[src/adcc_pkg.sv]
// Shared constants, types and helpers for the converter control block.
// Assumes a single 10 MHz system clock and a 32-bit AXI4-Lite register bus.
`default_nettype none

package adcc_pkg;

  // Clock and conversion timing
  localparam int CLK_PERIOD_NS = 100;
  localparam int TAD_NS        = 2000;
  // Least time, so the cycle count rounds up
  localparam int TAD_CYC       = (TAD_NS + CLK_PERIOD_NS - 1) / CLK_PERIOD_NS;
  localparam int CONV_TADS     = 11;
  localparam int ABORT_TADS    = 2;
  localparam int RES_W         = 10;

  // Register byte offsets on the bus
  localparam int          ADDR_W        = 8;
  localparam logic [7:0]  OFS_CONTROL   = 8'h00;
  localparam logic [7:0]  OFS_RES_HIGH  = 8'h04;
  localparam logic [7:0]  OFS_RES_LOW   = 8'h08;
  localparam logic [7:0]  OFS_IRQ_STAT  = 8'h0c;
  localparam logic [7:0]  OFS_IRQ_CLEAR = 8'h10;
  localparam logic [7:0]  OFS_IRQ_EN    = 8'h14;

  // Control register layout and reset
  localparam int         BIT_JUSTIFY  = 7;
  localparam int         BIT_REF_EXT  = 6;
  localparam int         BIT_CHAN_LO  = 2;
  localparam int         BIT_GO       = 1;
  localparam int         BIT_POWER    = 0;
  localparam logic [7:0] CTRL_RESET   = 8'h00;
  localparam logic [7:0] CTRL_WMASK   = 8'hcf;
  localparam logic [7:0] RESULT_RESET = 8'h00;

  // Interrupt status layout
  localparam int         IRQ_W        = 1;
  localparam int         IRQ_DONE_BIT = 0;
  localparam logic [0:0] IRQ_RESET    = 1'h0;

  // Bus responses
  localparam logic [1:0] RESP_OKAY   = 2'h0;
  localparam logic [1:0] RESP_SLVERR = 2'h2;

  typedef struct packed {
    logic       justify;
    logic       ref_ext;
    logic [1:0] unused;
    logic [1:0] channel;
    logic       go;
    logic       power;
  } adcc_ctrl_s;

  typedef enum logic [2:0] {
    SAR_IDLE = 3'b001,
    SAR_CONV = 3'b010,
    SAR_HOLD = 3'b100
  } adcc_sar_e;

  // Returns {high byte, low byte} for the chosen justification
  function automatic logic [15:0] adcc_format(input logic [9:0] res,
                                              input logic       right);
    if (right) begin
      adcc_format = {6'h00, res[9:8], res[7:0]};
    end else begin
      adcc_format = {res[9:2], res[1:0], 6'h00};
    end
  endfunction

endpackage

`default_nettype wire

[src/adcc_sar.sv]
// Successive-approximation sequencer: one sample period then ten bit trials.
// Assumes a one-cycle bit-period enable and a synchronised comparator level.
`timescale 1ns/1ps
`default_nettype none

module adcc_sar (
  // Clock and reset
  input  wire logic                      ref_clk,
  input  wire logic                      reset_n,
  // Control
  input  wire logic                      tad_tick,
  input  wire logic                      start,
  input  wire logic                      abort,
  input  wire logic                      cmp_hi,
  // Status and analog drive
  output logic                           done,
  output logic                           holdoff,
  output logic [adcc_pkg::RES_W-1:0]     result,
  output logic [adcc_pkg::RES_W-1:0]     dac_code,
  output logic                           sample_on
);
  import adcc_pkg::*;

  adcc_sar_e  state_r;
  logic [3:0] tad_cnt_r;
  logic [3:0] bit_pos;
  logic [9:0] trial;

  // Bit under test walks from 9 down to 0 over bit periods 1..10
  assign bit_pos = 4'(CONV_TADS - 1) - tad_cnt_r;

  // Keep or drop the bit under test, then try the next lower one
  always_comb begin
    trial = dac_code;
    if (tad_cnt_r != 4'h0) begin
      trial[bit_pos] = cmp_hi;
      if (bit_pos != 4'h0) begin
        trial[bit_pos - 4'h1] = 1'b1;
      end
    end
  end

  // Sequencer; an abort beats a finishing trial so no partial result lands
  always_ff @(posedge ref_clk) begin
    if (!reset_n) begin
      state_r   <= SAR_IDLE;
      tad_cnt_r <= 4'h0;
      dac_code  <= 10'h000;
      sample_on <= 1'b0;
      done      <= 1'b0;
      result    <= 10'h000;
    end else begin
      done <= 1'b0;
      case (state_r)
        SAR_IDLE: begin
          if (start) begin
            state_r   <= SAR_CONV;
            tad_cnt_r <= 4'h0;
            dac_code  <= 10'h200;
            sample_on <= 1'b1;
          end
        end
        SAR_CONV: begin
          if (abort) begin
            state_r   <= SAR_HOLD;
            tad_cnt_r <= 4'h0;
            sample_on <= 1'b0;
          end else if (tad_tick) begin
            sample_on <= 1'b0;
            dac_code  <= trial;
            tad_cnt_r <= tad_cnt_r + 4'h1;
            if (tad_cnt_r == 4'(CONV_TADS - 1)) begin
              result  <= trial;
              done    <= 1'b1;
              state_r <= SAR_IDLE;
            end
          end
        end
        SAR_HOLD: begin
          // Settling gap after an abort before a new acquisition
          if (tad_tick) begin
            tad_cnt_r <= tad_cnt_r + 4'h1;
            if (tad_cnt_r == 4'(ABORT_TADS - 1)) begin
              state_r <= SAR_IDLE;
            end
          end
        end
        default: begin
          state_r <= SAR_IDLE;
        end
      endcase
    end
  end

  assign holdoff = (state_r == SAR_HOLD);

endmodule

`default_nettype wire

[src/adcc_top.sv]
// Converter control block: AXI4-Lite registers, analog front-end drive,
// bit-period divider, conversion-done interrupt.
// Assumes the analog mux, reference switch, DAC and comparator sit outside;
// the comparator level arrives asynchronously.
//
// What this block does
// - Justify bit one gives right-justified result, zero gives left-justified.
// - Reference bit one selects external reference pin, zero selects supply.
// - Control bits five and four read zero and ignore writes.
// - Two-bit channel field routes input zero to three to the converter.
// - Writing one to trigger bit, with enable bit already one and kept one, starts conversion outside the abort wait; bit reads one meanwhile.
// - Hardware clears trigger bit when conversion ends; zero means idle.
// - Enable bit powers converter; zero shuts it off completely.
// - Completion clears trigger, sets done flag, loads both result bytes.
// - Early trigger clear aborts, keeps old result, waits two bit periods.
// - Right justified: bits nine, eight in high byte, rest in low byte.
//
// Local design decisions: the register offsets and the AXI4-Lite register port.
`timescale 1ns/1ps
`default_nettype none

module adcc_top (
  // Clock and reset
  input  wire logic                          ref_clk,
  input  wire logic                          reset_n,
  // AXI4-Lite write address
  input  wire logic                          s_axi_awvalid,
  output logic                               s_axi_awready,
  input  wire logic [adcc_pkg::ADDR_W-1:0]   s_axi_awaddr,
  // AXI4-Lite write data
  input  wire logic                          s_axi_wvalid,
  output logic                               s_axi_wready,
  input  wire logic [31:0]                   s_axi_wdata,
  input  wire logic [3:0]                    s_axi_wstrb,
  // AXI4-Lite write response
  output logic                               s_axi_bvalid,
  input  wire logic                          s_axi_bready,
  output logic [1:0]                         s_axi_bresp,
  // AXI4-Lite read address
  input  wire logic                          s_axi_arvalid,
  output logic                               s_axi_arready,
  input  wire logic [adcc_pkg::ADDR_W-1:0]   s_axi_araddr,
  // AXI4-Lite read data
  output logic                               s_axi_rvalid,
  input  wire logic                          s_axi_rready,
  output logic [31:0]                        s_axi_rdata,
  output logic [1:0]                         s_axi_rresp,
  // Analog front end
  input  wire logic                          comparator_in,
  output logic                               converter_power_enable,
  output logic                               reference_source_select,
  output logic [1:0]                         input_channel_select,
  output logic                               sample_switch_on,
  output logic [adcc_pkg::RES_W-1:0]         dac_code,
  // Interrupt
  output logic                               irq
);
  import adcc_pkg::*;

  // Register state
  adcc_ctrl_s        ctrl_r;
  logic [7:0]        res_high_r;
  logic [7:0]        res_low_r;
  logic [IRQ_W-1:0]  irq_stat_r;
  logic [IRQ_W-1:0]  irq_en_r;

  // Bus channel state
  logic              aw_held_r;
  logic              w_held_r;
  logic [ADDR_W-1:0] awaddr_r;
  logic [31:0]       wdata_r;
  logic              wstrb0_r;

  // Comparator synchroniser
  logic              cmp_meta_r;
  logic              cmp_sync_r;

  // Bit-period divider
  logic [7:0]        tad_div_r;
  logic              tad_tick_r;

  // Sequencer handshake
  logic              sar_start;
  logic              sar_abort;
  logic              sar_done;
  logic              sar_holdoff;
  logic [RES_W-1:0]  sar_result;
  logic [15:0]       fmt;

  // Write decode
  logic              wr_fire;
  logic              wr_ctrl;
  logic              wr_irq_clr;
  logic              wr_irq_en;
  logic              wr_mapped;
  adcc_ctrl_s        ctrl_wr;
  logic              start_req;
  logic              abort_req;

  // Read decode
  logic              rd_fire;
  logic              rd_mapped;
  logic [7:0]        rd_byte;

  // A write fires once both the address and the data have been captured
  assign wr_fire    = aw_held_r && w_held_r && !s_axi_bvalid;
  assign wr_ctrl    = wr_fire && wstrb0_r && (awaddr_r == OFS_CONTROL);
  assign wr_irq_clr = wr_fire && wstrb0_r && (awaddr_r == OFS_IRQ_CLEAR);
  assign wr_irq_en  = wr_fire && wstrb0_r && (awaddr_r == OFS_IRQ_EN);

  // Result registers take writes silently; only unknown offsets error
  always_comb begin
    case (awaddr_r)
      OFS_CONTROL, OFS_RES_HIGH, OFS_RES_LOW,
      OFS_IRQ_STAT, OFS_IRQ_CLEAR, OFS_IRQ_EN: wr_mapped = 1'b1;
      default:                                 wr_mapped = 1'b0;
    endcase
  end

  // Unimplemented bits are masked so they can never be stored
  assign ctrl_wr = adcc_ctrl_s'(wdata_r[7:0] & CTRL_WMASK);

  // A start needs the converter already on before this write and kept on;
  // a start set together with power-up is dropped and reads back zero.
  // Starts during the post-abort gap are dropped the same way.
  assign start_req = wr_ctrl && ctrl_wr.go && !ctrl_r.go
                     && ctrl_wr.power && ctrl_r.power
                     && !sar_holdoff;

  // Clearing the trigger or the power mid-conversion aborts it
  assign abort_req = wr_ctrl && ctrl_r.go
                     && (!ctrl_wr.go || !ctrl_wr.power);

  assign sar_start = start_req;
  assign sar_abort = abort_req;

  // Write address channel capture
  always_ff @(posedge ref_clk) begin
    if (!reset_n) begin
      aw_held_r <= 1'b0;
      awaddr_r  <= '0;
    end else if (s_axi_awvalid && s_axi_awready) begin
      aw_held_r <= 1'b1;
      awaddr_r  <= s_axi_awaddr;
    end else if (wr_fire) begin
      aw_held_r <= 1'b0;
    end
  end

  // Write data channel capture; only byte lane 0 carries register bits
  always_ff @(posedge ref_clk) begin
    if (!reset_n) begin
      w_held_r <= 1'b0;
      wdata_r  <= '0;
      wstrb0_r <= 1'b0;
    end else if (s_axi_wvalid && s_axi_wready) begin
      w_held_r <= 1'b1;
      wdata_r  <= s_axi_wdata;
      wstrb0_r <= s_axi_wstrb[0];
    end else if (wr_fire) begin
      w_held_r <= 1'b0;
    end
  end

  // Ready is registered so the handshake never loops through the master
  always_ff @(posedge ref_clk) begin
    if (!reset_n) begin
      s_axi_awready <= 1'b0;
      s_axi_wready  <= 1'b0;
    end else begin
      s_axi_awready <= !aw_held_r && !(s_axi_awvalid && s_axi_awready)
                       && !wr_fire && !s_axi_bvalid;
      s_axi_wready  <= !w_held_r && !(s_axi_wvalid && s_axi_wready)
                       && !wr_fire && !s_axi_bvalid;
    end
  end

  // Write response, one cycle after both halves are in
  always_ff @(posedge ref_clk) begin
    if (!reset_n) begin
      s_axi_bvalid <= 1'b0;
      s_axi_bresp  <= RESP_OKAY;
    end else if (wr_fire) begin
      s_axi_bvalid <= 1'b1;
      s_axi_bresp  <= wr_mapped ? RESP_OKAY : RESP_SLVERR;
    end else if (s_axi_bready) begin
      s_axi_bvalid <= 1'b0;
    end
  end

  // Static control fields: justify, reference, channel, power
  always_ff @(posedge ref_clk) begin
    if (!reset_n) begin
      ctrl_r.justify <= CTRL_RESET[BIT_JUSTIFY];
      ctrl_r.ref_ext <= CTRL_RESET[BIT_REF_EXT];
      ctrl_r.unused  <= 2'h0;
      ctrl_r.channel <= CTRL_RESET[BIT_CHAN_LO +: 2];
      ctrl_r.power   <= CTRL_RESET[BIT_POWER];
    end else if (wr_ctrl) begin
      ctrl_r.justify <= ctrl_wr.justify;
      ctrl_r.ref_ext <= ctrl_wr.ref_ext;
      ctrl_r.unused  <= 2'h0;
      ctrl_r.channel <= ctrl_wr.channel;
      ctrl_r.power   <= ctrl_wr.power;
    end
  end

  // Trigger/status bit: set by an accepted start, held through the
  // conversion, dropped by completion or abort
  always_ff @(posedge ref_clk) begin
    if (!reset_n) begin
      ctrl_r.go <= CTRL_RESET[BIT_GO];
    end else if (start_req) begin
      ctrl_r.go <= 1'b1;
    end else if (sar_done || abort_req) begin
      ctrl_r.go <= 1'b0;
    end
  end

  // Result bytes load only on a full conversion, formatted at that moment
  assign fmt = adcc_format(sar_result, ctrl_r.justify);

  always_ff @(posedge ref_clk) begin
    if (!reset_n) begin
      res_high_r <= RESULT_RESET;
      res_low_r  <= RESULT_RESET;
    end else if (sar_done) begin
      res_high_r <= fmt[15:8];
      res_low_r  <= fmt[7:0];
    end
  end

  // Done flag: hardware set wins over a same-cycle software clear
  always_ff @(posedge ref_clk) begin
    if (!reset_n) begin
      irq_stat_r <= IRQ_RESET;
    end else if (sar_done) begin
      irq_stat_r[IRQ_DONE_BIT] <= 1'b1;
    end else if (wr_irq_clr && wdata_r[IRQ_DONE_BIT]) begin
      irq_stat_r[IRQ_DONE_BIT] <= 1'b0;
    end
  end

  // Interrupt enable register
  always_ff @(posedge ref_clk) begin
    if (!reset_n) begin
      irq_en_r <= IRQ_RESET;
    end else if (wr_irq_en) begin
      irq_en_r <= wdata_r[IRQ_W-1:0];
    end
  end

  // Level interrupt, registered from status and enable
  always_ff @(posedge ref_clk) begin
    if (!reset_n) begin
      irq <= 1'b0;
    end else begin
      irq <= |(irq_stat_r & irq_en_r);
    end
  end

  // Read decode; reserved bits and the clear register read zero
  always_comb begin
    rd_mapped = 1'b1;
    case (s_axi_araddr)
      OFS_CONTROL:   rd_byte = ctrl_r;
      OFS_RES_HIGH:  rd_byte = res_high_r;
      OFS_RES_LOW:   rd_byte = res_low_r;
      OFS_IRQ_STAT:  rd_byte = {7'h00, irq_stat_r};
      OFS_IRQ_CLEAR: rd_byte = 8'h00;
      OFS_IRQ_EN:    rd_byte = {7'h00, irq_en_r};
      default: begin
        rd_byte   = 8'h00;
        rd_mapped = 1'b0;
      end
    endcase
  end

  assign rd_fire = s_axi_arvalid && s_axi_arready;

  // Read channel: one read outstanding, data registered at the handshake
  always_ff @(posedge ref_clk) begin
    if (!reset_n) begin
      s_axi_arready <= 1'b0;
      s_axi_rvalid  <= 1'b0;
      s_axi_rdata   <= 32'h0000_0000;
      s_axi_rresp   <= RESP_OKAY;
    end else if (rd_fire) begin
      s_axi_arready <= 1'b0;
      s_axi_rvalid  <= 1'b1;
      s_axi_rdata   <= {24'h000000, rd_byte};
      s_axi_rresp   <= rd_mapped ? RESP_OKAY : RESP_SLVERR;
    end else if (s_axi_rvalid) begin
      if (s_axi_rready) begin
        s_axi_rvalid <= 1'b0;
      end
    end else begin
      s_axi_arready <= 1'b1;
    end
  end

  // Comparator level crosses in through two flops
  always_ff @(posedge ref_clk) begin
    if (!reset_n) begin
      cmp_meta_r <= 1'b0;
      cmp_sync_r <= 1'b0;
    end else begin
      cmp_meta_r <= comparator_in;
      cmp_sync_r <= cmp_meta_r;
    end
  end

  // Bit-period divider; restarted on a start so the first period is whole,
  // and frozen while powered down to save switching
  always_ff @(posedge ref_clk) begin
    if (!reset_n) begin
      tad_div_r  <= 8'h00;
      tad_tick_r <= 1'b0;
    end else if (!ctrl_r.power || sar_start) begin
      tad_div_r  <= 8'h00;
      tad_tick_r <= 1'b0;
    end else if (tad_div_r == 8'(TAD_CYC - 1)) begin
      tad_div_r  <= 8'h00;
      tad_tick_r <= 1'b1;
    end else begin
      tad_div_r  <= tad_div_r + 8'h01;
      tad_tick_r <= 1'b0;
    end
  end

  // Front-end drive mirrors the control register
  always_ff @(posedge ref_clk) begin
    if (!reset_n) begin
      converter_power_enable  <= 1'b0;
      reference_source_select <= 1'b0;
      input_channel_select    <= 2'h0;
    end else begin
      converter_power_enable  <= ctrl_r.power;
      reference_source_select <= ctrl_r.ref_ext;
      input_channel_select    <= ctrl_r.channel;
    end
  end

  // Successive-approximation sequencer
  adcc_sar u_sar (
    .ref_clk   (ref_clk),
    .reset_n   (reset_n),
    .tad_tick  (tad_tick_r),
    .start     (sar_start),
    .abort     (sar_abort),
    .cmp_hi    (cmp_sync_r),
    .done      (sar_done),
    .holdoff   (sar_holdoff),
    .result    (sar_result),
    .dac_code  (dac_code),
    .sample_on (sample_switch_on)
  );

endmodule

`default_nettype wire

[config.mk]
export PLATFORM = sky130hd
export DESIGN_NAME = adcc_top
export DESIGN_NICKNAME = d
export VERILOG_FILES = /design/src/adcc_pkg.sv /design/src/adcc_sar.sv /design/src/adcc_top.sv
export SDC_FILE = /design/constraint.sdc
export NUM_CORES = 1
export LEC_CHECK = 0
export BUFFER_PORTS_ARGS = -buffer_cell sky130_fd_sc_hd__buf_2
export CAP_MARGIN = 20
export CORE_ASPECT_RATIO = 0.7
export CORE_MARGIN = 5
export CORE_UTILIZATION = 50
export CTS_CLUSTER_DIAMETER = 120
export DETAILED_ROUTE_END_ITERATION = 6
export HOLD_SLACK_MARGIN = 0.08
export PLACE_DENSITY_LB_ADDON = 0.2
export SLEW_MARGIN = 20
export SYNTH_ARGS = -nofsm -noshare
export SYNTH_HDL_FRONTEND = slang
export SYNTH_SLANG_ARGS = --single-unit
[constraint.sdc]
create_clock -name ref_clk -period 5.5 [get_ports ref_clk]
set_input_delay 0.275 -clock ref_clk [delete_from_list [all_inputs] [get_ports ref_clk]]
set_output_delay 0.275 -clock ref_clk [all_outputs]
set_load 0.03 [all_outputs]
==> metrics.txt, run 1 <==
outcome=finished clean; TritonCTS clock tree=yes; EDFF count, synth=0; average size of a mapped cell=8.39 um2; most numerous cell types in the synthesized netlist=sky130_fd_sc_hd__dfxtp_1, sky130_fd_sc_hd__nand2_1, sky130_fd_sc_hd__a21oi_1; wire length the detailed router placed on met1=5.77 mm; hold buffer count at CTS=0; crit path max-delay cell type=sky130_fd_sc_hd__o311ai_0; number of antenna violations at the first check in global routing=0; Tightest Hold Check Type=primary input to flip-flop; routed wire length=11.7 mm; Power Density=277 mW/mm2; async set-reset flop share out of synthesis=0%; post-route clock period utilization=57.9%; area taken by multi-input logic gates=0.00259 mm2; post-CTS setup repair buffer count=0; launch instance of the worst min-delay path=comparator_in; count of pins on the block boundary=117; r2r worst-path depth=7; total number of vias=4246; clock-pin slew reported for the worst setup and hold paths after clock tree synthesis=roughly 0.070 ns; Yosys warnings=0; number of nets with antenna violations after routing=0; DR top layer=met4; Worst-Skew Late Latency=about 0.34 ns; average wire per standard cell=15.5 um; endpoint of the lowest-slack register-to-register path=u_sar.result[4]$_SDFFE_PN0P_; met2 WL post-DR=5.19 mm; max-slew violation count=0; Layout Skew=0.00949 ns; Fin Setup TNS=0 ns; register cell area after layout=0.00202 mm2; Yosys top cell area share=41.6%; series of cell instances along the critical path=inv_1 -> ha_1 -> and2_1 -> o311ai_0 -> a21oi_1 -> a32oi_1 -> a31oi_1; highest attainable clock frequency=approximately 310 MHz; internal power=1.16 mW; count of different cell masters after synthesis=between 60 and 70; Max Cap Viol=0; cells after synthesis=580; DP HPWL=8.49 mm; Antenna Diode Count=0; initial core utilization=50.6%; most instantiated flip-flop cell in the synthesis netlist=sky130_fd_sc_hd__dfxtp_1; hold-critical path endpoint=cmp_meta_r$_SDFF_PN0_; Cell Area, Placed=roughly 0.0051 mm2; total DRC errors in the routed layout=0; share of total power consumed by net switching=23.1%; setup slack of the most critical reg-to-reg path=2.32 ns; required time worst endpoint=5.69 ns; number of clock sinks=a little over 100; pin count of the biggest net entering global routing=between 50 and 60; via count of the first global-routing pass=3790; number of rows created at floorplan=30; critical path peak fanout=15; type of destination of the critical path=flip-flop; RSZ-0062 raised after global routing=no; post-synth top area cell=sky130_fd_sc_hd__dfxtp_1; sequential share of the synthesized area=about two fifths; detailed-router iteration count before antenna repair=5; post-synthesis register bit count=101; die outline width=approximately 130 um; final critical-path required period=3.18 ns; met3 WL=around 670 um; launch instance of the worst register-to-register path=u_sar.tad_cnt_r[0]$_SDFFE_PN0P_; Critical Path Source Type=flip-flop; Worst Slack Setup Final=2.32 ns; sw power=0.348 mW; number of fill cells in the layout=915; WP data arrival=3.37 ns; worst setup path class=flip-flop to flip-flop; global-route wire length before repair=approximately 19 mm; share of total power in combinational logic=5.9%; number of levels the H-tree was split into=3; count of instances resized after the clock tree is built=0; layout cell share with drive strength beyond 1=14.1%; final instance area=0.00546 mm2; Max Buffers Root-to-Sink=2; Congestion Overflow GR=0; cell with the most instances after synthesis=sky130_fd_sc_hd__dfxtp_1; Slew Limit Headroom=~36%; total count of hold-check failures in the final report=0; ratio of routed vias to standard cells=5.61; Core Region=0.00961 mm2; peak supply drop=0.191 mV; Slowest Stage Delay on Critical Path=0.78 ns; global-route usage over all layers=just under 20%; RD Place Congestion=0.903; top post-synthesis cells by area=sky130_fd_sc_hd__dfxtp_1, sky130_fd_sc_hd__a21oi_1, sky130_fd_sc_hd__nand2_1; Tightest Pin Transition=0.945 ns; post-synthesis instance area=0.00486 mm2; Clock power frac=44.4%; Setup Viol. Count Final=0; detailed router's first-iteration violation count=280; die extent in y=92.5 um; number of nets at the end of the flow=between 600 and 700; portion of total power attributed to sequential cells=49.7%; clock root buffer=sky130_fd_sc_hd__clkbuf_16; static power due to leakage=approximately 2.1 nW; buffers added on ports=61; area added between synthesis and finish=12.2%; Num CTS Buffers=9; Die Area=0.0118 mm2; pre-CTS setup slack=~2.5 ns; number of cells traversed by the worst hold path=2
[layout make-up]
type	instances	area share [%]
Multi-Input combinational cell	437	47.5
Sequential cell	101	37.1
Timing Repair Buffer	63	5.87
Clock buffer	9	4.13
Tap cell	128	2.94
Clock inverter	6	1.61
Inverter	13	0.894
[cell usage in the layout (no fill, tap or decap), types with 3 or more instances in the layout]
| master | count |
|---|---|
| sky130_fd_sc_hd__buf_2 | 61 |
| sky130_fd_sc_hd__nor3_1 | 8 |
| sky130_fd_sc_hd__mux2i_1 | 18 |
| sky130_fd_sc_hd__a22o_1 | 9 |
| sky130_fd_sc_hd__nand3b_1 | 3 |
| sky130_fd_sc_hd__a21oi_1 | 57 |
| sky130_fd_sc_hd__o22ai_1 | 7 |
| sky130_fd_sc_hd__nor2b_1 | 20 |
| sky130_fd_sc_hd__a31oi_1 | 6 |
| sky130_fd_sc_hd__o221ai_1 | 3 |
| sky130_fd_sc_hd__o31ai_1 | 3 |
| sky130_fd_sc_hd__nand3_1 | 15 |
| sky130_fd_sc_hd__o21a_1 | 3 |
| sky130_fd_sc_hd__or4_1 | 3 |
| sky130_fd_sc_hd__nand2_1 | 75 |
| sky130_fd_sc_hd__nand2b_1 | 9 |
| sky130_fd_sc_hd__clkbuf_16 | 9 |
| sky130_fd_sc_hd__and2_1 | 14 |
| sky130_fd_sc_hd__o21ai_0 | 21 |
| sky130_fd_sc_hd__a211oi_1 | 7 |
| sky130_fd_sc_hd__nand4b_1 | 3 |
| sky130_fd_sc_hd__nor3b_1 | 4 |
| sky130_fd_sc_hd__dfxtp_1 | 101 |
| sky130_fd_sc_hd__ha_1 | 7 |
| sky130_fd_sc_hd__conb_1 | 26 |
| sky130_fd_sc_hd__and3_1 | 7 |
| sky130_fd_sc_hd__a2bb2oi_1 | 3 |
| sky130_fd_sc_hd__inv_1 | 13 |
| sky130_fd_sc_hd__xnor2_1 | 3 |
| sky130_fd_sc_hd__a311oi_1 | 4 |
| sky130_fd_sc_hd__xor2_1 | 6 |
| sky130_fd_sc_hd__a21boi_0 | 3 |
| sky130_fd_sc_hd__nor2_1 | 48 |
[registers in the layout, indices dropped and copies added, names as in the netlist, 2 cells and up]
| name | cells |
|---|---|
| u_sar.dac_code | 10 |
| u_sar.result | 10 |
| awaddr_r | 8 |
| res_high_r | 8 |
| res_low_r | 8 |
| s_axi_rdata | 8 |
| tad_div_r | 8 |
| ctrl_r | 6 |
| wdata_r | 6 |
| u_sar.tad_cnt_r | 4 |
| u_sar.state_r | 3 |
| input_channel_select | 2 |
[routing by layer]
layer / global-route usage (%) / vias up
met3: 4.90 / 14
met2: 29.5 / 115
met5: 0 / -
met1: 27.7 / 2024
li1: - / 2093
met4: 4.68 / 0
[how the worst max path moves through the flow]
| stage | cells past startpoint | startpoint | to |
|---|---|---|---|
| finish | 7 | u_sar.tad_cnt_r[0]$_SDFFE_PN0P_ | u_sar.result[4]$_SDFFE_PN0P_ |
| detailed placement | 7 | u_sar.tad_cnt_r[0]$_SDFFE_PN0P_ | u_sar.result[4]$_SDFFE_PN0P_ |
| floorplan | 8 | u_sar.tad_cnt_r[0]$_SDFFE_PN0P_ | u_sar.dac_code[2]$_SDFFE_PN0P_ |
| CTS | 7 | u_sar.tad_cnt_r[0]$_SDFFE_PN0P_ | u_sar.result[4]$_SDFFE_PN0P_ |
| global route | 7 | u_sar.tad_cnt_r[0]$_SDFFE_PN0P_ | u_sar.result[4]$_SDFFE_PN0P_ |
| global placement | 7 | u_sar.tad_cnt_r[0]$_SDFFE_PN0P_ | u_sar.result[2]$_SDFFE_PN0P_ |
[critical path, delay by kind of cell (launching register included)]
family / cells / cell delay (ns)
compound gates: 4 / 1.66
fa+ha+maj: 1 / 0.40
buf+inv: 1 / 0.19
flops: 1 / 0.60
simple gates: 1 / 0.18
[power by group through the flow]
stage	registers, mW	clock network, mW	logic [mW]
6_report	0.750	0.670	0.0894
5_1_grt	0.751	0.712	0.0978
4_1_cts	0.750	0.682	0.0892
3_5_place_dp	0.767	0	0.0888
3_3_place_gp	0.767	0	0.0875
2_1_floorplan	0.771	0	0.0732
[through the flow]
step | total power, mW | std cells | hold slack, ns | utilization (%)
final | 1.51 | 757 | 0.145 | 56.8
after global routing | 1.56 | 757 | 0.156 | 56.8
after CTS | 1.52 | 757 | 0.143 | 56.7
after detailed placement | 0.856 | 742 | 0.419 | 53.5
after global placement | 0.854 | 742 | 0.419 | 53.5
after floorplan | 0.845 | 605 | 0.402 | -
[kinds of logic after synthesis]
kind of cell | Yosys count | share of synthesized area, %
buffers and inverters | 67 | 7.23
multiplexers | 18 | 3.70
flip-flops | 101 | 41.6
adder cells (fa/ha/maj) | 7 | 1.80
XOR/XNOR | 9 | 1.62
other | 1 | 0.0771
AO/OA/AOI/OAI | 151 | 20.3
AND/OR/NAND/NOR | 226 | 23.7
Power figures use the tool's default switching activity.
==> run 2, diff against run 1 <==
--- a/config.mk
+++ b/config.mk
@@ -9,7 +9,7 @@
 export CAP_MARGIN = 20
 export CORE_ASPECT_RATIO = 0.7
 export CORE_MARGIN = 5
-export CORE_UTILIZATION = 50
+export CORE_UTILIZATION = 48
 export CTS_CLUSTER_DIAMETER = 120
 export DETAILED_ROUTE_END_ITERATION = 6
 export HOLD_SLACK_MARGIN = 0.08
==> constraint.sdc (replaced) <==
create_clock -name ref_clk -period 2.7 [get_ports ref_clk]
set_input_delay 0.135 -clock ref_clk [delete_from_list [all_inputs] [get_ports ref_clk]]
set_output_delay 0.135 -clock ref_clk [all_outputs]
set_load 0.03 [all_outputs]
==> run 2 against run 1 <==
  * Worst hold slack got worse by 0.019 ns
  * Core utilization rose by 1.0 points
  * Worst setup slack got worse by 2.1 ns
  * Clock skew fell by 0.0047 ns
  * Register-to-register slack got worse by 2.1 ns
  * First-iteration DRC count fell by 5.7%
  * Via count rose by 0.52%
  * Routed wire length rose by 1.6%
  * Final cell count rose by 3.6%
==> metrics.txt, run 2 (same netlist as run 1, synthesis figures left out) <==
endpoint of the lowest-slack register-to-register path=u_sar.result[2]$_SDFFE_PN0P_; global-route wire length before repair=19.3 mm; Slew Limit Headroom=46.9%; setup slack of the most critical reg-to-reg path=between 0.15 and 0.2 ns; number of levels the H-tree was split into=3; Core Region=0.00980 mm2; Worst-Skew Late Latency=0.34 ns; count of instances resized after the clock tree is built=0; average wire per standard cell=15.2 um; type of destination of the critical path=flip-flop; r2r worst-path depth=8; clock root buffer=sky130_fd_sc_hd__clkbuf_16; RSZ-0062 raised after global routing=no; area added between synthesis and finish=16.5%; most common library cell in the layout ignoring fill and taps=sky130_fd_sc_hd__dfxtp_1; number of fill cells in the layout=887; hold-critical path endpoint=s_axi_rvalid$_SDFF_PN0_; total DRC errors in the routed layout=0; worst setup path class=flip-flop to flip-flop; Setup Viol. Count Final=0; WP data arrival=around 2.7 ns; buffers added on ports=61; ratio of routed vias to standard cells=5.44; category of cells accounting for the largest share of critical-path delay=compound AO/OA/AOI/OAI gates; outcome=finished clean; Fin Setup TNS=0 ns; post-route clock period utilization=92.9%; number of clock sinks=101; Worst Slack Setup Final=0.193 ns; Congestion Overflow GR=0; most used cell, CP=sky130_fd_sc_hd__a21oi_1; Slowest Stage Delay on Critical Path=~0.45 ns; total count of hold-check failures in the final report=0; detailed router's first-iteration violation count=264; Critical Path Source Type=flip-flop; clock-pin slew reported for the worst setup and hold paths after clock tree synthesis=0.06 ns; die extent in y=~94 um; highest attainable clock frequency=399 MHz; Critical path buffers and inverters=2; number of nets with antenna violations after routing=0; launch instance of the worst register-to-register path=u_sar.tad_cnt_r[0]$_SDFFE_PN0P_; layout cell share with drive strength beyond 1=about 15%; Tightest Hold Check Type=primary input to flip-flop; launch instance of the worst min-delay path=s_axi_arvalid; routed wire length=between 10 and 15 mm; critical path peak fanout=7; crit path max-delay cell type=sky130_fd_sc_hd__dfxtp_1; max-slew violation count=0; final critical-path required period=between 2 and 3 ns; DP HPWL=between 8 and 9 mm; required time worst endpoint=2.91 ns; count of pins on the block boundary=roughly 120; die outline width=130 um; series of cell instances along the critical path=inv_1 -> ha_1 -> and2_1 -> o311ai_0 -> buf_4 -> a21oi_1 -> a221oi_1 -> a21oi_1; global-route usage over all layers=about a fifth; number of stages on the worst setup path=8; Antenna Diode Count=0; Power Density=around 530 mW/mm2; number of nets at the end of the flow=719; via count of the first global-routing pass=3905; pre-CTS setup slack=0.224 ns; pin count of the biggest net entering global routing=53; most frequent cells in the layout=sky130_fd_sc_hd__dfxtp_1, sky130_fd_sc_hd__nand2_1, sky130_fd_sc_hd__buf_2; Die Area=0.0123 mm2; Max Cap Viol=0; Num CTS Buffers=9; RD Place Congestion=0.899; total number of vias=~4300; static power due to leakage=2.23 nW; number of antenna violations at the first check in global routing=0; Tightest Pin Transition=0.790 ns; peak supply drop=about 0.37 mV; Max Buffers Root-to-Sink=2; detailed-router iteration count before antenna repair=4; initial core utilization=49.7%; Layout Skew=between 0.004 and 0.005 ns; Regs by FF count=u_sar.dac_code (10), u_sar.result (10); number of rows created at floorplan=30; TritonCTS clock tree=yes; number of cells traversed by the worst hold path=3
[run 2: cell types whose count changed in the layout (fill, tap and decap cells not counted)]
cell	delta
sky130_fd_sc_hd__clkbuf_1	+1
sky130_fd_sc_hd__buf_4	+9
sky130_fd_sc_hd__a211oi_2	+1
sky130_fd_sc_hd__dlygate4sd3_1	+18
sky130_fd_sc_hd__clkinvlp_4	+1
sky130_fd_sc_hd__inv_6	-1
sky130_fd_sc_hd__clkinv_2	+1
sky130_fd_sc_hd__a211oi_4	-1
sky130_fd_sc_hd__bufinv_16	-1
sky130_fd_sc_hd__clkinv_4	-1
[run 2: per-layer routing]
layer	wire [um]	vias up	GRT usage, %
met5	0	-	0
met4	75	0	3.55
met3	607	12	4.60
met2	5300	111	29.1
met1	5950	2009	28.9
li1	-	2136	-
[run 2: per-stage QoR]
stage | std cells | utilization, % | power (mW) | area (um2) | hold WS [ns]
after global placement | 751 | 53.1 | 1.74 | 5200 | 0.353
after detailed placement | 751 | 53.1 | 1.74 | 5200 | 0.350
after global routing | 784 | 57.8 | 3.08 | 5670 | 0.148
after CTS | 784 | 57.8 | 3.00 | 5670 | 0.110
after floorplan | 605 | - | 1.72 | 4960 | 0.262
final | 784 | 57.8 | 2.98 | 5670 | 0.126
[run 2: worst register-to-register path, delay by kind of cell (launching register included)]
| kind | cells | cell delay, ns |
|---|---|---|
| adder cells (fa/ha/maj) | 1 | 0.39 |
| flip-flops | 1 | 0.45 |
| buffers and inverters | 2 | 0.36 |
| AO/OA/AOI/OAI | 4 | 0.99 |
| AND/OR/NAND/NOR | 1 | 0.18 |
[run 2: timing repair]
action	4_1_cts	5_1_grt
hold buffers	18	0
setup buffers	0	0
hold endpoints to repair	18	0
[run 2: cell type report]
type | count | area, um2 | share of cell area [%]
tap | 128 | 160 | 2.83
inverter | 13 | 48.8 | 0.861
multi-input combinational | 437 | 2580 | 45.6
timing repair buffer | 90 | 568 | 10.0
clock inverter | 5 | 52.6 | 0.928
clock buffer | 10 | 229 | 4.04
sequential | 101 | 2020 | 35.7
[run 2: how the worst max path moves through the flow]
| stage | from | end |
|---|---|---|
| 5_1_grt | u_sar.tad_cnt_r[0]$_SDFFE_PN0P_ | u_sar.dac_code[2]$_SDFFE_PN0P_ |
| 3_5_place_dp | u_sar.tad_cnt_r[0]$_SDFFE_PN0P_ | u_sar.dac_code[2]$_SDFFE_PN0P_ |
| 3_3_place_gp | u_sar.tad_cnt_r[0]$_SDFFE_PN0P_ | u_sar.dac_code[2]$_SDFFE_PN0P_ |
| 4_1_cts | u_sar.tad_cnt_r[0]$_SDFFE_PN0P_ | u_sar.dac_code[2]$_SDFFE_PN0P_ |
| 6_report | u_sar.tad_cnt_r[0]$_SDFFE_PN0P_ | u_sar.result[2]$_SDFFE_PN0P_ |
| 2_1_floorplan | u_sar.tad_cnt_r[0]$_SDFFE_PN0P_ | u_sar.dac_code[2]$_SDFFE_PN0P_ |
[run 2: where the power goes]
part	switching [mW]	internal (mW)	leakage, nW
sequential	0.0178	1.51	0.817
combinational	0.139	0.0636	1.27
clock	0.537	0.709	0.138
total	0.694	2.28	2.23
==> run 3, diff against run 2 <==
--- a/config.mk
+++ b/config.mk
@@ -6,10 +6,10 @@
 export NUM_CORES = 1
 export LEC_CHECK = 0
 export BUFFER_PORTS_ARGS = -buffer_cell sky130_fd_sc_hd__buf_2
-export CAP_MARGIN = 20
+export CAP_MARGIN = 0
 export CORE_ASPECT_RATIO = 0.7
 export CORE_MARGIN = 5
-export CORE_UTILIZATION = 48
+export CORE_UTILIZATION = 50
 export CTS_CLUSTER_DIAMETER = 120
 export DETAILED_ROUTE_END_ITERATION = 6
 export HOLD_SLACK_MARGIN = 0.08
==> constraint.sdc (replaced) <==
create_clock -name ref_clk -period 3.1 [get_ports ref_clk]
set_input_delay 0.155 -clock ref_clk [delete_from_list [all_inputs] [get_ports ref_clk]]
set_output_delay 0.155 -clock ref_clk [all_outputs]
set_load 0.03 [all_outputs]
==> run 3 against run 2 <==
  * Largest cell class unchanged
  * Core utilization rose by 1.0 points
  * Final area fell by 0.20%
  * Clock skew rose by 0.0028 ns
  * Sequential cell count did not move
  * Clock power fell by 7%
  * First-iteration DRC count fell by 3.0%
  * Total power fell by 10%
  * Maximum frequency fell by 6.1%
  * Worst hold slack improved by 0.0097 ns
  * Sequential power fell by 13%
  * Critical path depth fell by 1
  * Via count barely moved
==> metrics.txt, run 3 (same netlist as run 1, synthesis figures left out) <==
max-slew violation count=0; total DRC errors in the routed layout=0; DP HPWL=8.50 mm; final hold slack=0.136 ns; Max Cap Viol=0; die outline width=approximately 130 um; total number of vias=4269; Layout Skew=0.00754 ns; RD Place Congestion=0.903; area added between synthesis and finish=16.2%; number of nets at the end of the flow=between 700 and 800; Worst Slack Setup Final=0.430 ns; routed wire length=around 12 mm; post-CTS setup repair buffer count=0; area taken by multi-input logic gates=between 0.002 and 0.003 mm2; worst setup path class=flip-flop to flip-flop; most common library cell in the layout ignoring fill and taps=sky130_fd_sc_hd__dfxtp_1; total count of hold-check failures in the final report=0; Tightest Pin Transition=0.800 ns; number of standard cells in the final layout excluding fillers=780; most frequent cells in the layout=sky130_fd_sc_hd__dfxtp_1, sky130_fd_sc_hd__nand2_1, sky130_fd_sc_hd__buf_2; number of cells traversed by the worst hold path=3; initial core utilization=50.6%; Worst-Skew Late Latency=approximately 0.35 ns; highest attainable clock frequency=375 MHz; pre-CTS setup slack=0.470 ns; Num CTS Buffers=9; global-route usage over all layers=between 10% and 20%; final instance area=0.00565 mm2; number of nets with antenna violations after routing=0; buffers added on ports=61; number of rows created at floorplan=30; number of levels the H-tree was split into=3; count of instances resized after the clock tree is built=0; Congestion Overflow GR=0; RSZ-0062 raised after global routing=no; TritonCTS clock tree=yes; final critical-path required period=between 2 and 3 ns; peak supply drop=0.328 mV; detailed-router iteration count before antenna repair=5; type of destination of the critical path=flip-flop; Die Area=0.0118 mm2; Regs by FF count=u_sar.dac_code (10), u_sar.result (10); pin count of the biggest net entering global routing=55; Tightest Hold Check Type=primary input to flip-flop; Core Region=0.00961 mm2; Slew Limit Headroom=46.6%; register cell area after layout=0.00202 mm2; final core occ=58.8%; post-route clock period utilization=86.1%; Antenna Diode Count=0; number of antenna violations at the first check in global routing=0; number of clock sinks=101; clock-pin slew reported for the worst setup and hold paths after clock tree synthesis=about 0.07 ns; r2r worst-path depth=7; Critical Path Source Type=flip-flop; required time worst endpoint=3.37 ns; global-route wire length before repair=19.3 mm; Power Density=approximately 470 mW/mm2; detailed router's first-iteration violation count=256; WP data arrival=2.94 ns; total power draw=2.67 mW; static power due to leakage=2.21 nW; Cell Area, Placed=between 0.005 and 0.006 mm2; total placed cells including tap cells=around 750; average wire per standard cell=15.2 um; critical path peak fanout=15; outcome=finished clean; layout cell share with drive strength beyond 1=14.4%; count of pins on the block boundary=roughly 120; number of fill cells in the layout=881; clock root buffer=sky130_fd_sc_hd__clkbuf_16; Max Buffers Root-to-Sink=2; via count of the first global-routing pass=4002; ratio of routed vias to standard cells=around 5.5; Fin Setup TNS=0 ns; Setup Viol. Count Final=0; die extent in y=roughly 93 um
-- run 3: changes by cell type in the layout (fill, tap and decap cells not counted), sizes merged --
cell	before	now
buf	72	67
clkinv	3	1
inv	13	16
-- run 3: critical path, cell delays in order, from the launching register on --
cell	delay [ns]
sky130_fd_sc_hd__dfxtp_1	0.60
sky130_fd_sc_hd__inv_1	0.20
sky130_fd_sc_hd__ha_1	0.40
sky130_fd_sc_hd__nand2b_1	0.17
sky130_fd_sc_hd__a311o_1	0.42
sky130_fd_sc_hd__a21oi_1	0.36
sky130_fd_sc_hd__o2bb2a_1	0.29
sky130_fd_sc_hd__o22ai_1	0.15
-- run 3: cell type report --
| class | count | share of cell area (%) |
|---|---|---|
| clock buffers | 10 | 4.23 |
| repair buffers | 85 | 9.38 |
| clock inverters | 6 | 1.22 |
| multi-input cells | 437 | 45.7 |
| inverters | 13 | 0.863 |
| flip-flops and latches | 101 | 35.8 |
| well taps | 128 | 2.83 |
-- run 3: repair_timing --
action                     4_1_cts  5_1_grt
hold buffers                    18        0
hold endpoints to repair        18        0
setup endpoints to repair        0        0
-- run 3: power by group --
part	switching [mW]	internal, mW
logic	0.120	0.0562
registers	0.0160	1.32
clock network	0.503	0.655
-- run 3: per-layer routing --
layer,up-vias,track usage [%],routed length [um]
li1,2134,-,-
met1,1998,27.7,5710
met2,122,30.7,5290
met3,15,5.36,739
met4,0,4.86,118
met5,-,0,0
-- run 3: path summary, 6_finish.rpt --
kind / startpoint / end / slack (ns)
max reg2reg: u_sar.tad_cnt_r[0]$_SDFFE_PN0P_ / u_sar.dac_code[5]$_SDFFE_PN0P_ / 0.43
max: u_sar.tad_cnt_r[0]$_SDFFE_PN0P_ / u_sar.dac_code[5]$_SDFFE_PN0P_ / 0.43
min reg2reg: cmp_meta_r$_SDFF_PN0_ / cmp_sync_r$_SDFF_PN0_ / 0.44
min: s_axi_arvalid / s_axi_rresp[1]$_SDFFE_PN0P_ / 0.14
